===== src/hw/sbc_map.svh =====
/*
 sbc_map.svh: register map, masks, restart keep masks and frame counts.
 assumes: included ahead of the modules that use it, after sbc_pkg has been compiled.
*/
`ifndef SBC_MAP_SVH
`define SBC_MAP_SVH

`define SBC_NREG        31
`define SBC_NCTRL       19
`define SBC_FIRST_RC    19
`define SBC_NRC         10
`define SBC_IDX_LVL     29
`define SBC_IDX_ID      30
`define SBC_IDX_MSC     0
`define SBC_IDX_HW      1
`define SBC_FRAME_BITS  5'h10
`define SBC_HDR_LAST    5'h07
`define SBC_HDR_BITS    5'h08
`define SBC_CNT_OVER    5'h11
`define SBC_CNT_ZERO    5'h00
`define SBC_CNT_ONE     5'h01
`define SBC_RW_BIT      7
`define SBC_POR_VAL     8'h00
`define SBC_KEEP_MSC    8'h23
`define SBC_KEEP_HW     8'hd9
`define SBC_MODE_HI     7
`define SBC_MODE_LO     6
`define SBC_MODE_SOFT   2'h3
`define SBC_FAM_ID_DFLT 8'h5a
`define SBC_SYNC_INIT   3'h2

// addr, readable mask, hardware mask, restart keep mask, kind
`define SBC_R_MSC  '{7'h01, 8'hff, 8'hfc, 8'h23, sbc_pkg::SBC_RW}
`define SBC_R_HWC  '{7'h02, 8'hfb, 8'h20, 8'hd9, sbc_pkg::SBC_RW}
`define SBC_R_SUP  '{7'h03, 8'hf7, 8'h00, 8'hff, sbc_pkg::SBC_RW}
`define SBC_R_TRA  '{7'h04, 8'hfb, 8'h00, 8'hff, sbc_pkg::SBC_RW}
`define SBC_R_TRB  '{7'h05, 8'h23, 8'h00, 8'hff, sbc_pkg::SBC_RW}
`define SBC_R_WKA  '{7'h06, 8'hc4, 8'h00, 8'hff, sbc_pkg::SBC_RW}
`define SBC_R_WKB  '{7'h07, 8'ha7, 8'h00, 8'hff, sbc_pkg::SBC_RW}
`define SBC_R_WPU  '{7'h08, 8'h3f, 8'h00, 8'hff, sbc_pkg::SBC_RW}
`define SBC_R_WFL  '{7'h09, 8'h3f, 8'h00, 8'hff, sbc_pkg::SBC_RW}
`define SBC_R_CTA  '{7'h0c, 8'h77, 8'h00, 8'hff, sbc_pkg::SBC_RW}
`define SBC_R_CTB  '{7'h0d, 8'h77, 8'h00, 8'hff, sbc_pkg::SBC_RW}
`define SBC_R_SSD  '{7'h10, 8'h70, 8'h00, 8'hff, sbc_pkg::SBC_RW}
`define SBC_R_HSA  '{7'h14, 8'h77, 8'h00, 8'hff, sbc_pkg::SBC_RW}
`define SBC_R_HSB  '{7'h15, 8'h77, 8'h00, 8'hff, sbc_pkg::SBC_RW}
`define SBC_R_PFO  '{7'h17, 8'hff, 8'h00, 8'hff, sbc_pkg::SBC_RW}
`define SBC_R_DCA  '{7'h18, 8'hff, 8'h00, 8'hff, sbc_pkg::SBC_RW}
`define SBC_R_DCB  '{7'h19, 8'hff, 8'h00, 8'hff, sbc_pkg::SBC_RW}
`define SBC_R_MFS  '{7'h1c, 8'h05, 8'h00, 8'hff, sbc_pkg::SBC_RW}
`define SBC_R_SCR  '{7'h1e, 8'hff, 8'h00, 8'hff, sbc_pkg::SBC_RW}
`define SBC_R_SSB  '{7'h40, 8'h5f, 8'h00, 8'hff, sbc_pkg::SBC_RC}
`define SBC_R_SSA  '{7'h41, 8'hff, 8'h00, 8'hff, sbc_pkg::SBC_RC}
`define SBC_R_THS  '{7'h42, 8'h07, 8'h00, 8'hff, sbc_pkg::SBC_RC}
`define SBC_R_DFS  '{7'h43, 8'hcf, 8'h00, 8'hff, sbc_pkg::SBC_RC}
`define SBC_R_TSA  '{7'h44, 8'h67, 8'h00, 8'hff, sbc_pkg::SBC_RC}
`define SBC_R_TSB  '{7'h45, 8'h06, 8'h00, 8'hff, sbc_pkg::SBC_RC}
`define SBC_R_WSA  '{7'h46, 8'hef, 8'h00, 8'hff, sbc_pkg::SBC_RC}
`define SBC_R_WSB  '{7'h47, 8'h30, 8'h00, 8'hff, sbc_pkg::SBC_RC}
`define SBC_R_HOV  '{7'h54, 8'h0f, 8'h00, 8'hff, sbc_pkg::SBC_RC}
`define SBC_R_HOL  '{7'h55, 8'h0f, 8'h00, 8'hff, sbc_pkg::SBC_RC}
`define SBC_R_WLV  '{7'h48, 8'hf7, 8'h00, 8'hff, sbc_pkg::SBC_RO}
`define SBC_R_FPI  '{7'h7e, 8'hff, 8'h00, 8'hff, sbc_pkg::SBC_RO}

`endif


===== src/hw/sbc_pkg.sv =====
/*
 sbc_pkg: types shared by the serial register bank of the supply controller.
 assumes: constants live in sbc_map.svh; this package holds types only.
*/
package sbc_pkg;

   // access class of one register
   typedef enum logic [1:0] {
      SBC_RW,
      SBC_RC,
      SBC_RO
   } sbc_kind_t;

   // one row of the register table
   typedef struct packed {
      logic [6:0] addr;
      logic [7:0] rmask;
      logic [7:0] hmask;
      logic [7:0] keep;
      sbc_kind_t  kind;
   } sbc_info_t;

   // request from chip logic to change hardware-owned control bits
   typedef struct packed {
      logic       valid;
      logic [6:0] addr;
      logic [7:0] mask;
      logic [7:0] data;
   } sbc_hw_upd_t;

   typedef logic [18:0][7:0] sbc_ctrl_bank_t;
   typedef logic [9:0][7:0]  sbc_stat_bank_t;

endpackage


===== src/hw/sbc_sync.sv =====
/*
 sbc_sync: two-flop synchroniser for a group of independent pin levels.
 assumes: each bit is a slow level; no bit relation is kept across the group.
*/
`timescale 1ns/1ps
module sbc_sync #(
   parameter int WIDTH = 1,
   parameter logic [WIDTH-1:0] INIT = '0
) (
   input  wire logic             mclk,
   input  wire logic             rst_b,
   input  wire logic [WIDTH-1:0] d,
   output logic      [WIDTH-1:0] q
);
   logic [WIDTH-1:0] meta_reg;
   logic [WIDTH-1:0] q_reg;

   // first stage feeds only the second stage
   always_ff @(posedge mclk or negedge rst_b) begin
      if (!rst_b) begin
         meta_reg <= INIT;
         q_reg    <= INIT;
      end else begin
         meta_reg <= d;
         q_reg    <= meta_reg;
      end
   end

   assign q = q_reg;
endmodule // sbc_sync


===== src/hw/sbc_regbank.sv =====
/*
 sbc_regbank: serial-reachable control/status register bank of the supply controller.
 assumes: spi pins come from an external master (mode 0, clock idle low) and are
 oversampled by mclk, so sclk must stay below about mclk/8; chip logic drives
 restart, soft_reset, hw_upd and stat_set on mclk.
*/
`timescale 1ns/1ps
`include "sbc_map.svh"
module sbc_regbank #(
   parameter logic [7:0] FAMILY_PRODUCT_ID = `SBC_FAM_ID_DFLT  // arbitrary value
) (
   input  wire logic                   mclk,
   input  wire logic                   rst_b,
   input  wire logic                   spi_sclk,
   input  wire logic                   spi_csn_b,
   input  wire logic                   spi_mosi,
   output logic                        spi_miso,
   output logic                        spi_miso_oe_b,
   input  wire logic                   soft_reset,
   input  wire logic                   restart,
   input  wire sbc_pkg::sbc_hw_upd_t   hw_upd,
   input  wire sbc_pkg::sbc_stat_bank_t stat_set,
   input  wire logic [7:0]             wake_level,
   output sbc_pkg::sbc_ctrl_bank_t     ctrl_bank,
   output logic                        soft_reset_req,
   output logic                        frame_error
);

   localparam sbc_pkg::sbc_info_t INFO [`SBC_NREG] = '{
      `SBC_R_MSC, `SBC_R_HWC, `SBC_R_SUP, `SBC_R_TRA, `SBC_R_TRB,
      `SBC_R_WKA, `SBC_R_WKB, `SBC_R_WPU, `SBC_R_WFL, `SBC_R_CTA,
      `SBC_R_CTB, `SBC_R_SSD, `SBC_R_HSA, `SBC_R_HSB, `SBC_R_PFO,
      `SBC_R_DCA, `SBC_R_DCB, `SBC_R_MFS, `SBC_R_SCR, `SBC_R_SSB,
      `SBC_R_SSA, `SBC_R_THS, `SBC_R_DFS, `SBC_R_TSA, `SBC_R_TSB,
      `SBC_R_WSA, `SBC_R_WSB, `SBC_R_HOV, `SBC_R_HOL, `SBC_R_WLV,
      `SBC_R_FPI
   };

   logic [2:0] pin_s;
   logic       sclk_s;
   logic       csn_s;
   logic       mosi_s;
   logic       sclk_d_reg;
   logic       csn_d_reg;
   logic       rise;
   logic       fall;
   logic       cs_start;
   logic       cs_end;
   logic       active;
   logic [4:0] bit_cnt_reg;
   logic [7:0] rx_reg;
   logic [7:0] hdr_reg;
   logic [7:0] tx_reg;
   logic       bad_frame_reg;
   logic       soft_req_reg;
   logic       oe_b_reg;
   logic       rd_hit;
   logic [4:0] rd_idx;
   logic [7:0] rd_data;
   logic       wr_fire;
   logic       wr_is_rw;
   logic [7:0] regs_reg  [`SBC_NREG];
   logic [7:0] regs_next [`SBC_NREG];

   // pins are asynchronous to mclk
   sbc_sync #(
      .WIDTH (3),
      .INIT  (`SBC_SYNC_INIT)
   ) i_sbc_sync (
      .mclk  (mclk),
      .rst_b (rst_b),
      .d     ({spi_sclk, spi_csn_b, spi_mosi}),
      .q     (pin_s)
   );

   assign sclk_s = pin_s[2];
   assign csn_s  = pin_s[1];
   assign mosi_s = pin_s[0];

   always_ff @(posedge mclk or negedge rst_b) begin
      if (!rst_b) begin
         sclk_d_reg <= 1'b0;
         csn_d_reg  <= 1'b1;
      end else begin
         sclk_d_reg <= sclk_s;
         csn_d_reg  <= csn_s;
      end
   end

   assign active   = ~csn_s;
   assign rise     = sclk_s & ~sclk_d_reg & active;
   assign fall     = ~sclk_s & sclk_d_reg & active;
   assign cs_start = ~csn_s & csn_d_reg;
   assign cs_end   = csn_s & ~csn_d_reg;

   // bit counter saturates one past a full frame so long frames are caught
   always_ff @(posedge mclk or negedge rst_b) begin
      if (!rst_b) begin
         bit_cnt_reg <= `SBC_CNT_ZERO;
      end else if (cs_start) begin
         bit_cnt_reg <= `SBC_CNT_ZERO;
      end else if (rise && bit_cnt_reg != `SBC_CNT_OVER) begin
         bit_cnt_reg <= bit_cnt_reg + `SBC_CNT_ONE;
      end
   end

   // msb first; the header byte is frozen after its eighth bit
   always_ff @(posedge mclk or negedge rst_b) begin
      if (!rst_b) begin
         rx_reg  <= 8'h00;
         hdr_reg <= 8'h00;
      end else if (rise) begin
         rx_reg <= {rx_reg[6:0], mosi_s};
         if (bit_cnt_reg == `SBC_HDR_LAST) begin
            hdr_reg <= {rx_reg[6:0], mosi_s};
         end
      end
   end

   // one address, one whole register
   always_comb begin
      rd_hit = 1'b0;
      rd_idx = 5'h00;
      for (int i = 0; i < `SBC_NREG; i++) begin
         if (INFO[i].addr == hdr_reg[6:0]) begin
            rd_hit = 1'b1;
            rd_idx = 5'(i);
         end
      end
   end

   always_comb begin
      rd_data = 8'h00;
      if (rd_hit) begin
         if (rd_idx == 5'(`SBC_IDX_LVL)) begin
            rd_data = wake_level;
         end else if (rd_idx == 5'(`SBC_IDX_ID)) begin
            rd_data = FAMILY_PRODUCT_ID;
         end else begin
            rd_data = regs_reg[rd_idx];
         end
         rd_data = rd_data & INFO[rd_idx].rmask;
      end
   end

   // commit only on a clean end of a complete frame with the write flag set
   assign wr_fire  = cs_end && bit_cnt_reg == `SBC_FRAME_BITS && hdr_reg[`SBC_RW_BIT] && rd_hit;
   assign wr_is_rw = INFO[rd_idx].kind == sbc_pkg::SBC_RW;

   always_comb begin
      logic [7:0] m;
      m = 8'h00;
      for (int i = 0; i < `SBC_NREG; i++) begin
         regs_next[i] = regs_reg[i];
         if (INFO[i].kind == sbc_pkg::SBC_RW) begin
            if (wr_fire && rd_idx == 5'(i)) begin
               regs_next[i] = rx_reg & INFO[i].rmask;
            end
            m = hw_upd.mask & INFO[i].hmask;
            if (hw_upd.valid && hw_upd.addr == INFO[i].addr) begin
               regs_next[i] = (regs_next[i] & ~m) | (hw_upd.data & m);
            end
         end else if (INFO[i].kind == sbc_pkg::SBC_RC) begin
            if (wr_fire && rd_idx == 5'(i)) begin
               regs_next[i] = 8'h00;
            end
            // a status event in the clearing cycle survives
            regs_next[i] = regs_next[i] | (stat_set[i - `SBC_FIRST_RC] & INFO[i].rmask);
         end
         if (restart) begin
            regs_next[i] = regs_reg[i] & INFO[i].keep;
         end
      end
   end

   // read-only entries are never written; their value comes from the wake_level port and the FAMILY_PRODUCT_ID parameter
   always_ff @(posedge mclk or negedge rst_b) begin
      if (!rst_b) begin
         for (int i = 0; i < `SBC_NREG; i++) begin
            regs_reg[i] <= `SBC_POR_VAL;
         end
      end else if (soft_reset) begin
         for (int i = 0; i < `SBC_NREG; i++) begin
            regs_reg[i] <= `SBC_POR_VAL;
         end
      end else begin
         for (int i = 0; i < `SBC_NREG; i++) begin
            regs_reg[i] <= regs_next[i];
         end
      end
   end

   always_comb begin
      for (int i = 0; i < `SBC_NCTRL; i++) begin
         ctrl_bank[i] = regs_reg[i];
      end
   end

   // first byte out carries the previous frame's length error
   always_ff @(posedge mclk or negedge rst_b) begin
      if (!rst_b) begin
         tx_reg <= 8'h00;
      end else if (cs_start) begin
         tx_reg <= {7'h00, bad_frame_reg};
      end else if (fall) begin
         if (bit_cnt_reg == `SBC_HDR_BITS) begin
            tx_reg <= rd_data;
         end else begin
            tx_reg <= {tx_reg[6:0], 1'b0};
         end
      end
   end

   always_ff @(posedge mclk or negedge rst_b) begin
      if (!rst_b) begin
         bad_frame_reg <= 1'b0;
      end else if (cs_end) begin
         bad_frame_reg <= bit_cnt_reg != `SBC_FRAME_BITS;
      end
   end

   always_ff @(posedge mclk or negedge rst_b) begin
      if (!rst_b) begin
         soft_req_reg <= 1'b0;
      end else begin
         soft_req_reg <= wr_fire && rd_idx == 5'(`SBC_IDX_MSC)
                         && rx_reg[`SBC_MODE_HI:`SBC_MODE_LO] == `SBC_MODE_SOFT;
      end
   end

   always_ff @(posedge mclk or negedge rst_b) begin
      if (!rst_b) begin
         oe_b_reg <= 1'b1;
      end else begin
         oe_b_reg <= csn_s;
      end
   end

   assign spi_miso       = tx_reg[7];
   assign spi_miso_oe_b  = oe_b_reg;
   assign soft_reset_req = soft_req_reg;
   assign frame_error    = bad_frame_reg;
endmodule // sbc_regbank


===== config.mk =====
export PLATFORM = sky130hd
export DESIGN_NAME = sbc_regbank
export DESIGN_NICKNAME = d
export VERILOG_FILES = /design/src/hw/sbc_pkg.sv /design/src/hw/sbc_sync.sv /design/src/hw/sbc_regbank.sv
export VERILOG_INCLUDE_DIRS = /design/src /design/src/hw
export SDC_FILE = /design/constraint.sdc
export NUM_CORES = 1
export LEC_CHECK = 0
export BUFFER_PORTS_ARGS = -buffer_cell sky130_fd_sc_hd__buf_2
export CORE_AREA = 2 2 226 228
export CTS_BUF_LIST = sky130_fd_sc_hd__clkbuf_8
export DETAILED_ROUTE_END_ITERATION = 7
export DIE_AREA = 0 0 228 230
export GPL_TIMING_DRIVEN = 1
export PLACE_DENSITY = 0.42
export SYNTH_ARGS = -nofsm -noshare
export SYNTH_HDL_FRONTEND = slang
export SYNTH_SLANG_ARGS = --single-unit

===== constraint.sdc =====
create_clock -name mclk -period 5.8 [get_ports mclk]
set_input_delay 0.87 -clock mclk [delete_from_list [all_inputs] [get_ports mclk]]
set_output_delay 0.87 -clock mclk [all_outputs]
set_load 0.02 [all_outputs]

==> results of run 1 <==
==> worst max path at each step <==
stage	start	endpoint	slack, ps	depth (start not counted)
detailed placement	hdr_reg[1]	ctrl_bank[110]	1370	12
global placement	hdr_reg[3]	tx_reg[0]	1370	13
floorplan	hdr_reg[4]	ctrl_bank[55]	2510	15
CTS	hdr_reg[1]	ctrl_bank[110]	1340	12
global route	hdr_reg[3]	tx_reg[0]	1040	13
finish	hdr_reg[1]	ctrl_bank[110]	1290	12
==> cell usage in the layout, fill, tap and decap left out, types with 9 or more instances in the layout <==
cell        n
nor2_1    137
a22o_1      9
o31ai_1     9
buf_2     196
ha_1        9
conb_1     39
a31oi_1     9
buf_4      27
o21ai_0    38
dfrtp_1   196
nand3_1    45
a22oi_1    11
clkbuf_8   18
mux2i_1    86
nor3_1     11
nand2_1   129
nor2b_1    51
a211oi_1   17
mux2_2     26
a21oi_1   128
inv_1      13
and3_1     14
nand4_1    19
==> per-layer routing <==
| layer | GRT usage (%) | vias to the layer above | part of all wire, % |
|---|---|---|---|
| met1 | 23.3 | 5140 | 44 |
| li1 | - | 4755 | - |
| met4 | 6.84 | 0 | 3.4 |
| met3 | 3.79 | 62 | 5.2 |
| met5 | 0 | - | 0 |
| met2 | 29.2 | 337 | 47 |
==> cells by family after synthesis <==
| group | share of synthesized area (%) |
|---|---|
| buffers and inverters | 13.6 |
| other | 0.0303 |
| multiplexers | 9.85 |
| XOR/XNOR | 0.424 |
| flip-flops | 40.2 |
| AND/OR/NAND/NOR | 18.9 |
| AO/OA/AOI/OAI | 16.1 |
| adder cells (fa/ha/maj) | 0.909 |
==> stage by stage <==
| step | total power (W) | std cells | utilization [%] |
|---|---|---|---|
| after floorplan | 0.00172 | 1419 | - |
| after global placement | 0.00190 | 2058 | 26.0 |
| final | 0.00274 | 2090 | 26.7 |
| after CTS | 0.00278 | 2090 | 26.7 |
| after detailed placement | 0.00190 | 2058 | 26.0 |
| after global routing | 0.00287 | 2090 | 26.7 |
==> report_power, final <==
part | total, W | switching, W | internal (W)
logic | 0.000250 | 0.000160 | 0.0000900
registers | 0.00162 | 0.000187 | 0.00143
clock network | 0.000873 | 0.000566 | 0.000307
total | 0.00274 | 0.000912 | 0.00183
==> final cells by class <==
class | count | area (µm²)
clock inverter | 15 | 118
timing repair buffer | 225 | 1220
multi-input combinational | 949 | 5890
fill | 5505 | 36500
clock buffer | 17 | 234
sequential | 199 | 4980
tap | 672 | 841
inverter | 13 | 48.8
==> summary.txt, run 1 <==
Finish
  – Layout area overhead: 7.55%
  – Max reg flops: 113
  – Antenna fix cells: 0
  – Layout cells sized above 1: a little over a fifth
  – Final Cell Area: roughly 13000 µm²
  – Layout Nets: 1533

Synthesis
  – EDFF count, synth: 0
  – Most instantiated library cell after synthesis: dfrtp_1
  – Synth Warn #: 0
  – Synthesized area: ~12000 µm²
  – Sequential area share after synthesis: between 40 and 50%
  – Post-synth top flop: dfrtp_1
  – Ys async rst share: between 90% and 100%
  – Biggest area consumer among synthesized cells: dfrtp_1
  – Synth area leaders: dfrtp_1, buf_4, mux2i_1
  – Post-Syn Instances: approximately 1400
  – Yosys cell types: 87
  – Top cells by count, synth: dfrtp_1, buf_4, nor2_1
  – Post-Syn Area per Cell: 8.97 µm²
  – Synth Register Bits: roughly 200
  – Synth top area share: 39.6%

Timing
  – Clk_skew: roughly 18 ps
  – Final Hold Viols: 0
  – Rel. slew slack: between 10% and 20%
  – Hold WS: roughly 360 ps
  – Worst-Margin Slew: between 1000 and 1500 ps
  – Final WS setup: 1290 ps
  – Setup_tns: 0 ps
  – Final Max Tran Viols: 0
  – Final setup vio count: 0
  – RSZ-0062 raised after global routing: false
  – Achievable frequency: between 0.2 and 0.25 GHz
  – Final period util: just under 80%
  – Min cycle time layout: 4510 ps

Floorplanning
  – Row count: 82
  – I/O pin total: about 280
  – DIE AREA: ~52000 µm²
  – Die H: approximately 230 µm
  – Core footprint: between 40000 and 50000 µm²
  – Initial Utilization: approximately 25%
  – Die Wd: 228 µm

Routing
  – Post-route ant nets: 0
  – Vias: a little over 10000
  – DRT Wirelength: 47500 µm
  – First drt pass iteration count: 7
  – Number of vias per cell: approximately 4.9
  – # DRC: 0
  – Initial drt markers: ~860
  – DR WL/cell: between 20 and 25 µm

Setup path
  – WP buf/inv: 3
  – Startpoint Class: register
  – Slowest cell delay on critical path: between 800 and 900 ps
  – Worst R2R End: ctrl_bank[110]
  – CP max-delay cell: dfrtp_1
  – Crit path kind: reg -> reg
  – Worst R2R Path Depth: 12
  – RR Startpoint: hdr_reg[1]
  – Flop-to-flop setup slack: between 1000 and 1500 ps
  – Critical Path RT: about 6000 ps
  – Crit. End Element: register
  – CP delay by family, top: simple AND/OR/NAND/NOR gates
  – CP cell instances: nor2_1 -> a2bb2oi_1 -> o22a_1 -> buf_4 -> nand3_4 -> inv_2 -> ha_1 -> buf_4 -> and2_1 -> nand2_1 -> mux2i_1 -> nor2_1
  – Critical Path AT: 4880 ps
  – Worst Path Max Fanout: 28

GRT
  – Tot GR Track Use: roughly 18%
  – Vias in the first global route: approximately 10000
  – Antenna violations before repair: 0
  – GRT overflow: 0
  – Largest net degree at the start of global routing: 104
  – First-pass GRT wire length: 70000 µm

Clock network
  – CTS Hold Bufs: 0
  – Root buffer cell: clkbuf_8
  – Clk_lat worst skew: between 500 and 600 ps
  – Max Root-Sink Buffers: 2
  – Clk slew on worst S/H paths: about 110 ps
  – Post-CTS Resized: 0
  – Clock sinks: 199
  – Max H-tree Level: 4
  – Post-CTS Setup Bufs: 0
  – Number of CTS-inserted buffers: 17
  – CTS tree: built

Job
  – Max cap viols: 0

Run status
  – Outcome: finished, final reports clean

Power
  – Cell Pwr Density: 206 nW/µm²
  – Maximum VDD drop: between 0.1 and 0.15 mV
  – P_leak: between 6 and 7 nW

Hold path
  – Hold EP: i_sbc_sync.q[1]
  – Hold Path Cell Cnt: 0
  – Hold Crit Start: i_sbc_sync.meta_reg[1]
  – HP Class: reg -> reg

Placement
  – Buffers on Ports: 198
  – DP Worst Slack: between 1000 and 1500 ps
  – RD Place Congestion: about 0.87
  – Placed instance area: about 13000 µm²
  – Post-DP HPWL: between 30000 and 40000 µm
Note: power is estimated with default switching activity, not from simulation.
==> inputs of run 2 (changes only) <==
--- a/config.mk
+++ b/config.mk
@@ -12,7 +12,7 @@
 export DETAILED_ROUTE_END_ITERATION = 7
 export DIE_AREA = 0 0 228 230
 export GPL_TIMING_DRIVEN = 1
-export PLACE_DENSITY = 0.42
+export PLACE_DENSITY = 0.43
 export SYNTH_ARGS = -nofsm -noshare
 export SYNTH_HDL_FRONTEND = slang
 export SYNTH_SLANG_ARGS = --single-unit
==> constraint.sdc (replaced) <==
create_clock -name mclk -period 3.9 [get_ports mclk]
set_input_delay 0.585 -clock mclk [delete_from_list [all_inputs] [get_ports mclk]]
set_output_delay 0.585 -clock mclk [all_outputs]
set_load 0.02 [all_outputs]
==> summary.txt, run 2 (synthesis gave the netlist of run 1 again) <==
GRT
  – Largest net degree at the start of global routing: 90 (-13%)
  – Most used routing layer: met2
  – Met2 Track Usage GR: 30.5% (+1.3 points)
  – Antenna violations before repair: 0 (unchanged)
  – Vias in the first global route: 10400 (+0.60%)
  – Tot GR Track Use: 18.3% (+0.34 points)
  – Met1 global-route usage: 24.2% (+0.81 points)
  – First-pass GRT wire length: 71400 µm (+1.9%)
  – GRT overflow: 0 (unchanged)
  – GRT met3 Usage: 3.45% (-0.35 points)

Clock network
  – Post-CTS Resized: 0 (unchanged)
  – Clk slew on worst S/H paths: 110 ps (about the same)
  – Post-CTS Setup Bufs: 0 (unchanged)
  – Clock sinks: 199 (unchanged)
  – Max H-tree Level: 4 (unchanged)
  – CTS Hold Bufs: 0 (unchanged)
  – Max Root-Sink Buffers: 2 (unchanged)
  – Clk_lat worst skew: 530 ps (about the same)
  – Number of CTS-inserted buffers: 17 (unchanged)
  – CTS tree: built
  – Root buffer cell: clkbuf_8

Finish
  – Final Cell Area: 13600 µm² (+2.3%)
  – Layout area overhead: 9.98%
  – Antenna fix cells: 0 (unchanged)
  – Max reg flops: 113 (unchanged)
  – Layout cells sized above 1: 23.5% (+1.5 points)
  – Most frequent cells in the layout: dfrtp_1, buf_2, nor2_1, nand2_1, a21oi_1
  – Layout Nets: 1559 (+1.7%)
  – Post-route insts no fill: 2116 (+1.2%)

Setup path
  – Flop-to-flop setup slack: 350 ps (-940 ps)
  – Worst R2R Path Depth: 11 (-1)
  – Worst Path Max Fanout: 29 (+3.6%)
  – CP cell instances: buf_4 -> nor2_1 -> a2bb2oi_1 -> or3_1 -> nand3_4 -> buf_12 -> ha_1 -> buf_4 -> and4b_1 -> mux2i_1 -> nor2_1
  – Critical Path RT: 4280 ps (-1890 ps)
  – RR Startpoint: hdr_reg[0]
  – CP delay by family, top: simple AND/OR/NAND/NOR gates
  – Startpoint Class: register
  – CP Depth: 11 (-1)
  – CP max-delay cell: and4b_1
  – Crit path kind: reg -> reg
  – Critical Path AT: 3930 ps (-950 ps)
  – Worst R2R End: ctrl_bank[21]
  – Crit. End Element: register
  – Slowest cell delay on critical path: 560 ps (-330 ps)
  – WP buf/inv: 3 (unchanged)

Floorplanning
  – DIE AREA: 52400 µm² (unchanged)
  – Die Wd: 228 µm (unchanged)
  – Row count: 82 (unchanged)
  – Core footprint: 49900 µm² (unchanged)
  – Die H: 230 µm (unchanged)
  – Initial Utilization: 24.9% (unchanged)
  – I/O pin total: 275 (unchanged)

Timing
  – Achievable frequency: 0.282 GHz (+27%)
  – Rel. slew slack: 19.9% (+1.7 points)
  – Clk_skew: 17.7 ps (-0.231 ps)
  – RSZ-0062 raised after global routing: false
  – Hold WS: 140 ps (-223 ps)
  – Final period util: 91.0% (+13 points)
  – Final Max Tran Viols: 0 (unchanged)
  – Final setup vio count: 0 (unchanged)
  – Min cycle time layout: 3550 ps (-959 ps)
  – Final Hold Viols: 0 (unchanged)
  – Worst-Margin Slew: 1200 ps (-25.4 ps)
  – Setup_tns: 0 ps (unchanged)

Job
  – Max cap viols: 0 (unchanged)

Routing
  – DRT Wirelength: 48200 µm (+1.6%)
  – Initial drt markers: 877 (+2.2%)
  – # DRC: 0 (unchanged)
  – Vias: 10500 (+1.7%)
  – Number of vias per cell: 4.95 (+0.45%)
  – Post-route ant nets: 0 (unchanged)
  – First drt pass iteration count: 5 (-2)
  – DR WL/cell: 22.8 µm (+0.32%)

Placement
  – Buffers on Ports: 198 (unchanged)
  – Post-DP HPWL: 35900 µm (+4.5%)
  – Inst Count DP: 2084 (+1.3%)
  – RD Place Congestion: 0.897 (+3.0%)
  – Placed instance area: 13200 µm² (+1.8%)

Power
  – Maximum VDD drop: 0.222 mV (+48%)
  – P_leak: 6.33 nW (+2.8%)
  – Cell Pwr Density: 311 nW/µm² (+51%)

Hold path
  – HP Class: in -> async

Run status
  – Outcome: finished, final reports clean
## run 2: layer usage
layer,share of wire [%],wire [µm],vias to the layer above
met4,2.2,1070,0
li1,-,-,4797
met5,0,0,-
met2,49,23400,312
met3,4.4,2120,57
met1,45,21600,5303
## run 2: where the power goes
group | total, W | switching, W | internal (W)
Combinational | 0.000388 | 0.000248 | 0.000139
Sequential | 0.00241 | 0.000280 | 0.00213
Clock | 0.00144 | 0.000832 | 0.000604
## run 2: layout make-up
class | instances | area (µm²)
clock inverters | 14 | 164
fillers | 5430 | 36200
well taps | 672 | 841
repair buffers | 251 | 1460
multi-input cells | 949 | 5880
clock buffers | 18 | 248
flip-flops and latches | 199 | 4980
inverters | 13 | 48.8
## run 2: worst max-delay path by stage
stage,end,from,slack [ps]
after floorplan,ctrl_bank[55],hdr_reg[4],610
after global placement,ctrl_bank[109],hdr_reg[3],320
after detailed placement,ctrl_bank[109],hdr_reg[3],290
after CTS,ctrl_bank[109],hdr_reg[3],250
after global routing,ctrl_bank[106],hdr_reg[3],20
final,ctrl_bank[21],hdr_reg[0],350
## run 2: through the flow
| stage | total power [W] | setup slack, ps | util [%] |
|---|---|---|---|
| after floorplan | 0.00255 | 610 | - |
| after global placement | 0.00284 | 321 | 26.5 |
| after detailed placement | 0.00285 | 291 | 26.5 |
| after CTS | 0.00430 | 252 | 27.3 |
| after global routing | 0.00442 | 20.5 | 27.3 |
| final | 0.00423 | 350 | 27.3 |
==> inputs of run 3 (changes only) <==
--- a/config.mk
+++ b/config.mk
@@ -7,12 +7,14 @@
 export NUM_CORES = 1
 export LEC_CHECK = 0
 export BUFFER_PORTS_ARGS = -buffer_cell sky130_fd_sc_hd__buf_2
+export CELL_PAD_IN_SITES_DETAIL_PLACEMENT = 1
+export CELL_PAD_IN_SITES_GLOBAL_PLACEMENT = 1
 export CORE_AREA = 2 2 226 228
 export CTS_BUF_LIST = sky130_fd_sc_hd__clkbuf_8
 export DETAILED_ROUTE_END_ITERATION = 7
 export DIE_AREA = 0 0 228 230
 export GPL_TIMING_DRIVEN = 1
-export PLACE_DENSITY = 0.43
+export PLACE_DENSITY = 0.54
 export SYNTH_ARGS = -nofsm -noshare
 export SYNTH_HDL_FRONTEND = slang
 export SYNTH_SLANG_ARGS = --single-unit
==> summary.txt, run 3 (synthesis gave the netlist of run 1 again) <==
Setup path
  – Startpoint Class: register
  – Critical Path AT: 4090 ps (+160 ps)
  – Crit path kind: reg -> reg
  – Worst Path Max Fanout: 18 (-38%)
  – Crit. End Element: register
  – Critical Path RT: 4360 ps (+80 ps)

Routing
  – DRT Wirelength: 51600 µm (+6.9%)
  – First drt pass iteration count: 5 (unchanged)
  – # DRC: 0 (unchanged)
  – Vias: 10700 (+2.3%)
  – Number of vias per cell: 5.02 (+1.5%)
  – Initial drt markers: 867 (-1.1%)
  – Post-route ant nets: 0 (unchanged)
  – DR WL/cell: 24.2 µm (+6.1%)

Timing
  – Final Hold Viols: 0 (unchanged)
  – Worst-Margin Slew: 1290 ps (+89.2 ps)
  – Final Max Tran Viols: 0 (unchanged)
  – Final period util: 93.1% (+2.0 points)
  – Clk_skew: 17.7 ps (-0.0360 ps)
  – RSZ-0062 raised after global routing: false
  – Min cycle time layout: 3630 ps (+79.5 ps)
  – Rel. slew slack: 14.0% (-5.9 points)
  – Hold WS: 24.9 ps (-115 ps)
  – Setup_tns: 0 ps (unchanged)
  – Achievable frequency: 0.276 GHz (-2.2%)
  – Final setup vio count: 0 (unchanged)
  – Final WS setup: 270 ps (-79.5 ps)

Placement
  – Placed instance area: 13300 µm² (+0.78%)
  – Buffers on Ports: 198 (unchanged)
  – DP Worst Slack: 254 ps (-37.0 ps)
  – Post-DP HPWL: 38500 µm (+7.3%)
  – RD Place Congestion: 0.895 (-0.26%)

Clock network
  – Clock sinks: 199 (unchanged)
  – Max Root-Sink Buffers: 2 (unchanged)
  – CTS tree: built
  – Max H-tree Level: 4 (unchanged)
  – Number of CTS-inserted buffers: 17 (unchanged)
  – Clk slew on worst S/H paths: 130 ps (+20 ps)
  – Root buffer cell: clkbuf_8
  – Post-CTS Setup Bufs: 0 (unchanged)
  – CTS Hold Bufs: 0 (unchanged)
  – Clk_lat worst skew: 550 ps (+20 ps)

Power
  – Maximum VDD drop: 0.197 mV (-11%)
  – Cell Pwr Density: 306 nW/µm² (-1.6%)
  – P_leak: 6.40 nW (+1.1%)

Finish
  – Antenna fix cells: 0 (unchanged)
  – Layout area overhead: 10.6%
  – Layout cells sized above 1: 24.4% (+0.89 points)
  – Final Cell Area: 13700 µm² (+0.58%)
  – Layout Nets: 1576 (+1.1%)
  – Layout Utilization: 27.5% (+0.16 points)
  – Max reg flops: 113 (unchanged)
  – Most frequent cells in the layout: dfrtp_1, buf_2, nor2_1, nand2_1, a21oi_1
  – # fillers: 5919 (+9.0%)

GRT
  – Antenna violations before repair: 2 (+2)
  – GRT overflow: 0 (unchanged)
  – Tot GR Track Use: 19.5% (+1.2 points)
  – Vias in the first global route: 11100 (+6.8%)
  – Largest net degree at the start of global routing: 81 (-10%)
  – First-pass GRT wire length: 75800 µm (+6.1%)

Floorplanning
  – Die Wd: 228 µm (unchanged)
  – Initial Utilization: 24.9% (unchanged)
  – I/O pin total: 275 (unchanged)
  – DIE AREA: 52400 µm² (unchanged)
  – Die H: 230 µm (unchanged)
  – Row count: 82 (unchanged)
  – Core footprint: 49900 µm² (unchanged)

Run status
  – Outcome: finished, final reports clean

Hold path
  – HP Class: in -> async

Job
  – Max cap viols: 0 (unchanged)
-- run 3: cell types whose count changed in the layout (fill, tap and decap cells not counted), sizes merged --
cell	delta
buf	+17
inv	+3
bufinv	-2
clkbuf	-1
clkinv	+1
clkinvlp	-1
-- run 3: metal layers --
layer,global-route usage [%],routed length [µm],vias to the layer above
li1,-,-,4824
met1,26.1,23500,5510
met2,32.1,24500,313
met3,3.13,2170,60
met4,6.41,1340,0
met5,0,0,-
-- run 3: cell type report --
| cell class | instances | area (µm²) | area share [%] |
|---|---|---|---|
| multi-input cells | 949 | 5880 | 42.9 |
| flip-flops and latches | 199 | 4980 | 36.3 |
| repair buffers | 268 | 1570 | 11.4 |
| well taps | 672 | 841 | 6.13 |
| clock buffers | 17 | 234 | 1.71 |
| clock inverters | 15 | 154 | 1.12 |
| inverters | 13 | 48.8 | 0.356 |
-- run 3: critical path, cell delays in order (launching register included) --
cell	delay [ps]
dfrtp_1	620
nor2_1	320
mux2_2	380
a211oi_2	260
nand2_2	80
inv_1	310
buf_4	320
ha_1	390
nand3_2	330
mux2i_1	220
a211oi_1	300
-- run 3: power by group --
part	switching, W	internal [W]
Sequential	0.000355	0.00213
Clock	0.000902	0.000478
Combinational	0.000194	0.000133
Total	0.00145	0.00274
-- run 3: final timing paths --
check                      slack (ps)                   start                      to  depth (start not counted)
setup / recovery                  270              hdr_reg[4]            ctrl_bank[4]                         10
hold / removal                     20                   rst_b            ctrl_bank[6]                          1
setup reg to reg                  270              hdr_reg[4]            ctrl_bank[4]                         10
hold reg to reg                   370  i_sbc_sync.meta_reg[0]         i_sbc_sync.q[0]                          0
max in group asynchronous        2980                   rst_b           ctrl_bank[93]                          2
min in group mclk                 130               spi_csn_b  i_sbc_sync.meta_reg[1]                          1
-- run 3: what timing repair did --
item,in CTS,in global routing
setup endpoints to repair,0,2
endpoints found under the hold margin,0,0
gates resized for setup,0,1
-- run 3: through the flow --
step,cells,power (W)
detailed placement,2101,0.00286
CTS,2133,0.00426
floorplan,1419,0.00255
global placement,2101,0.00285
global route,2133,0.00437
finish,2133,0.00419
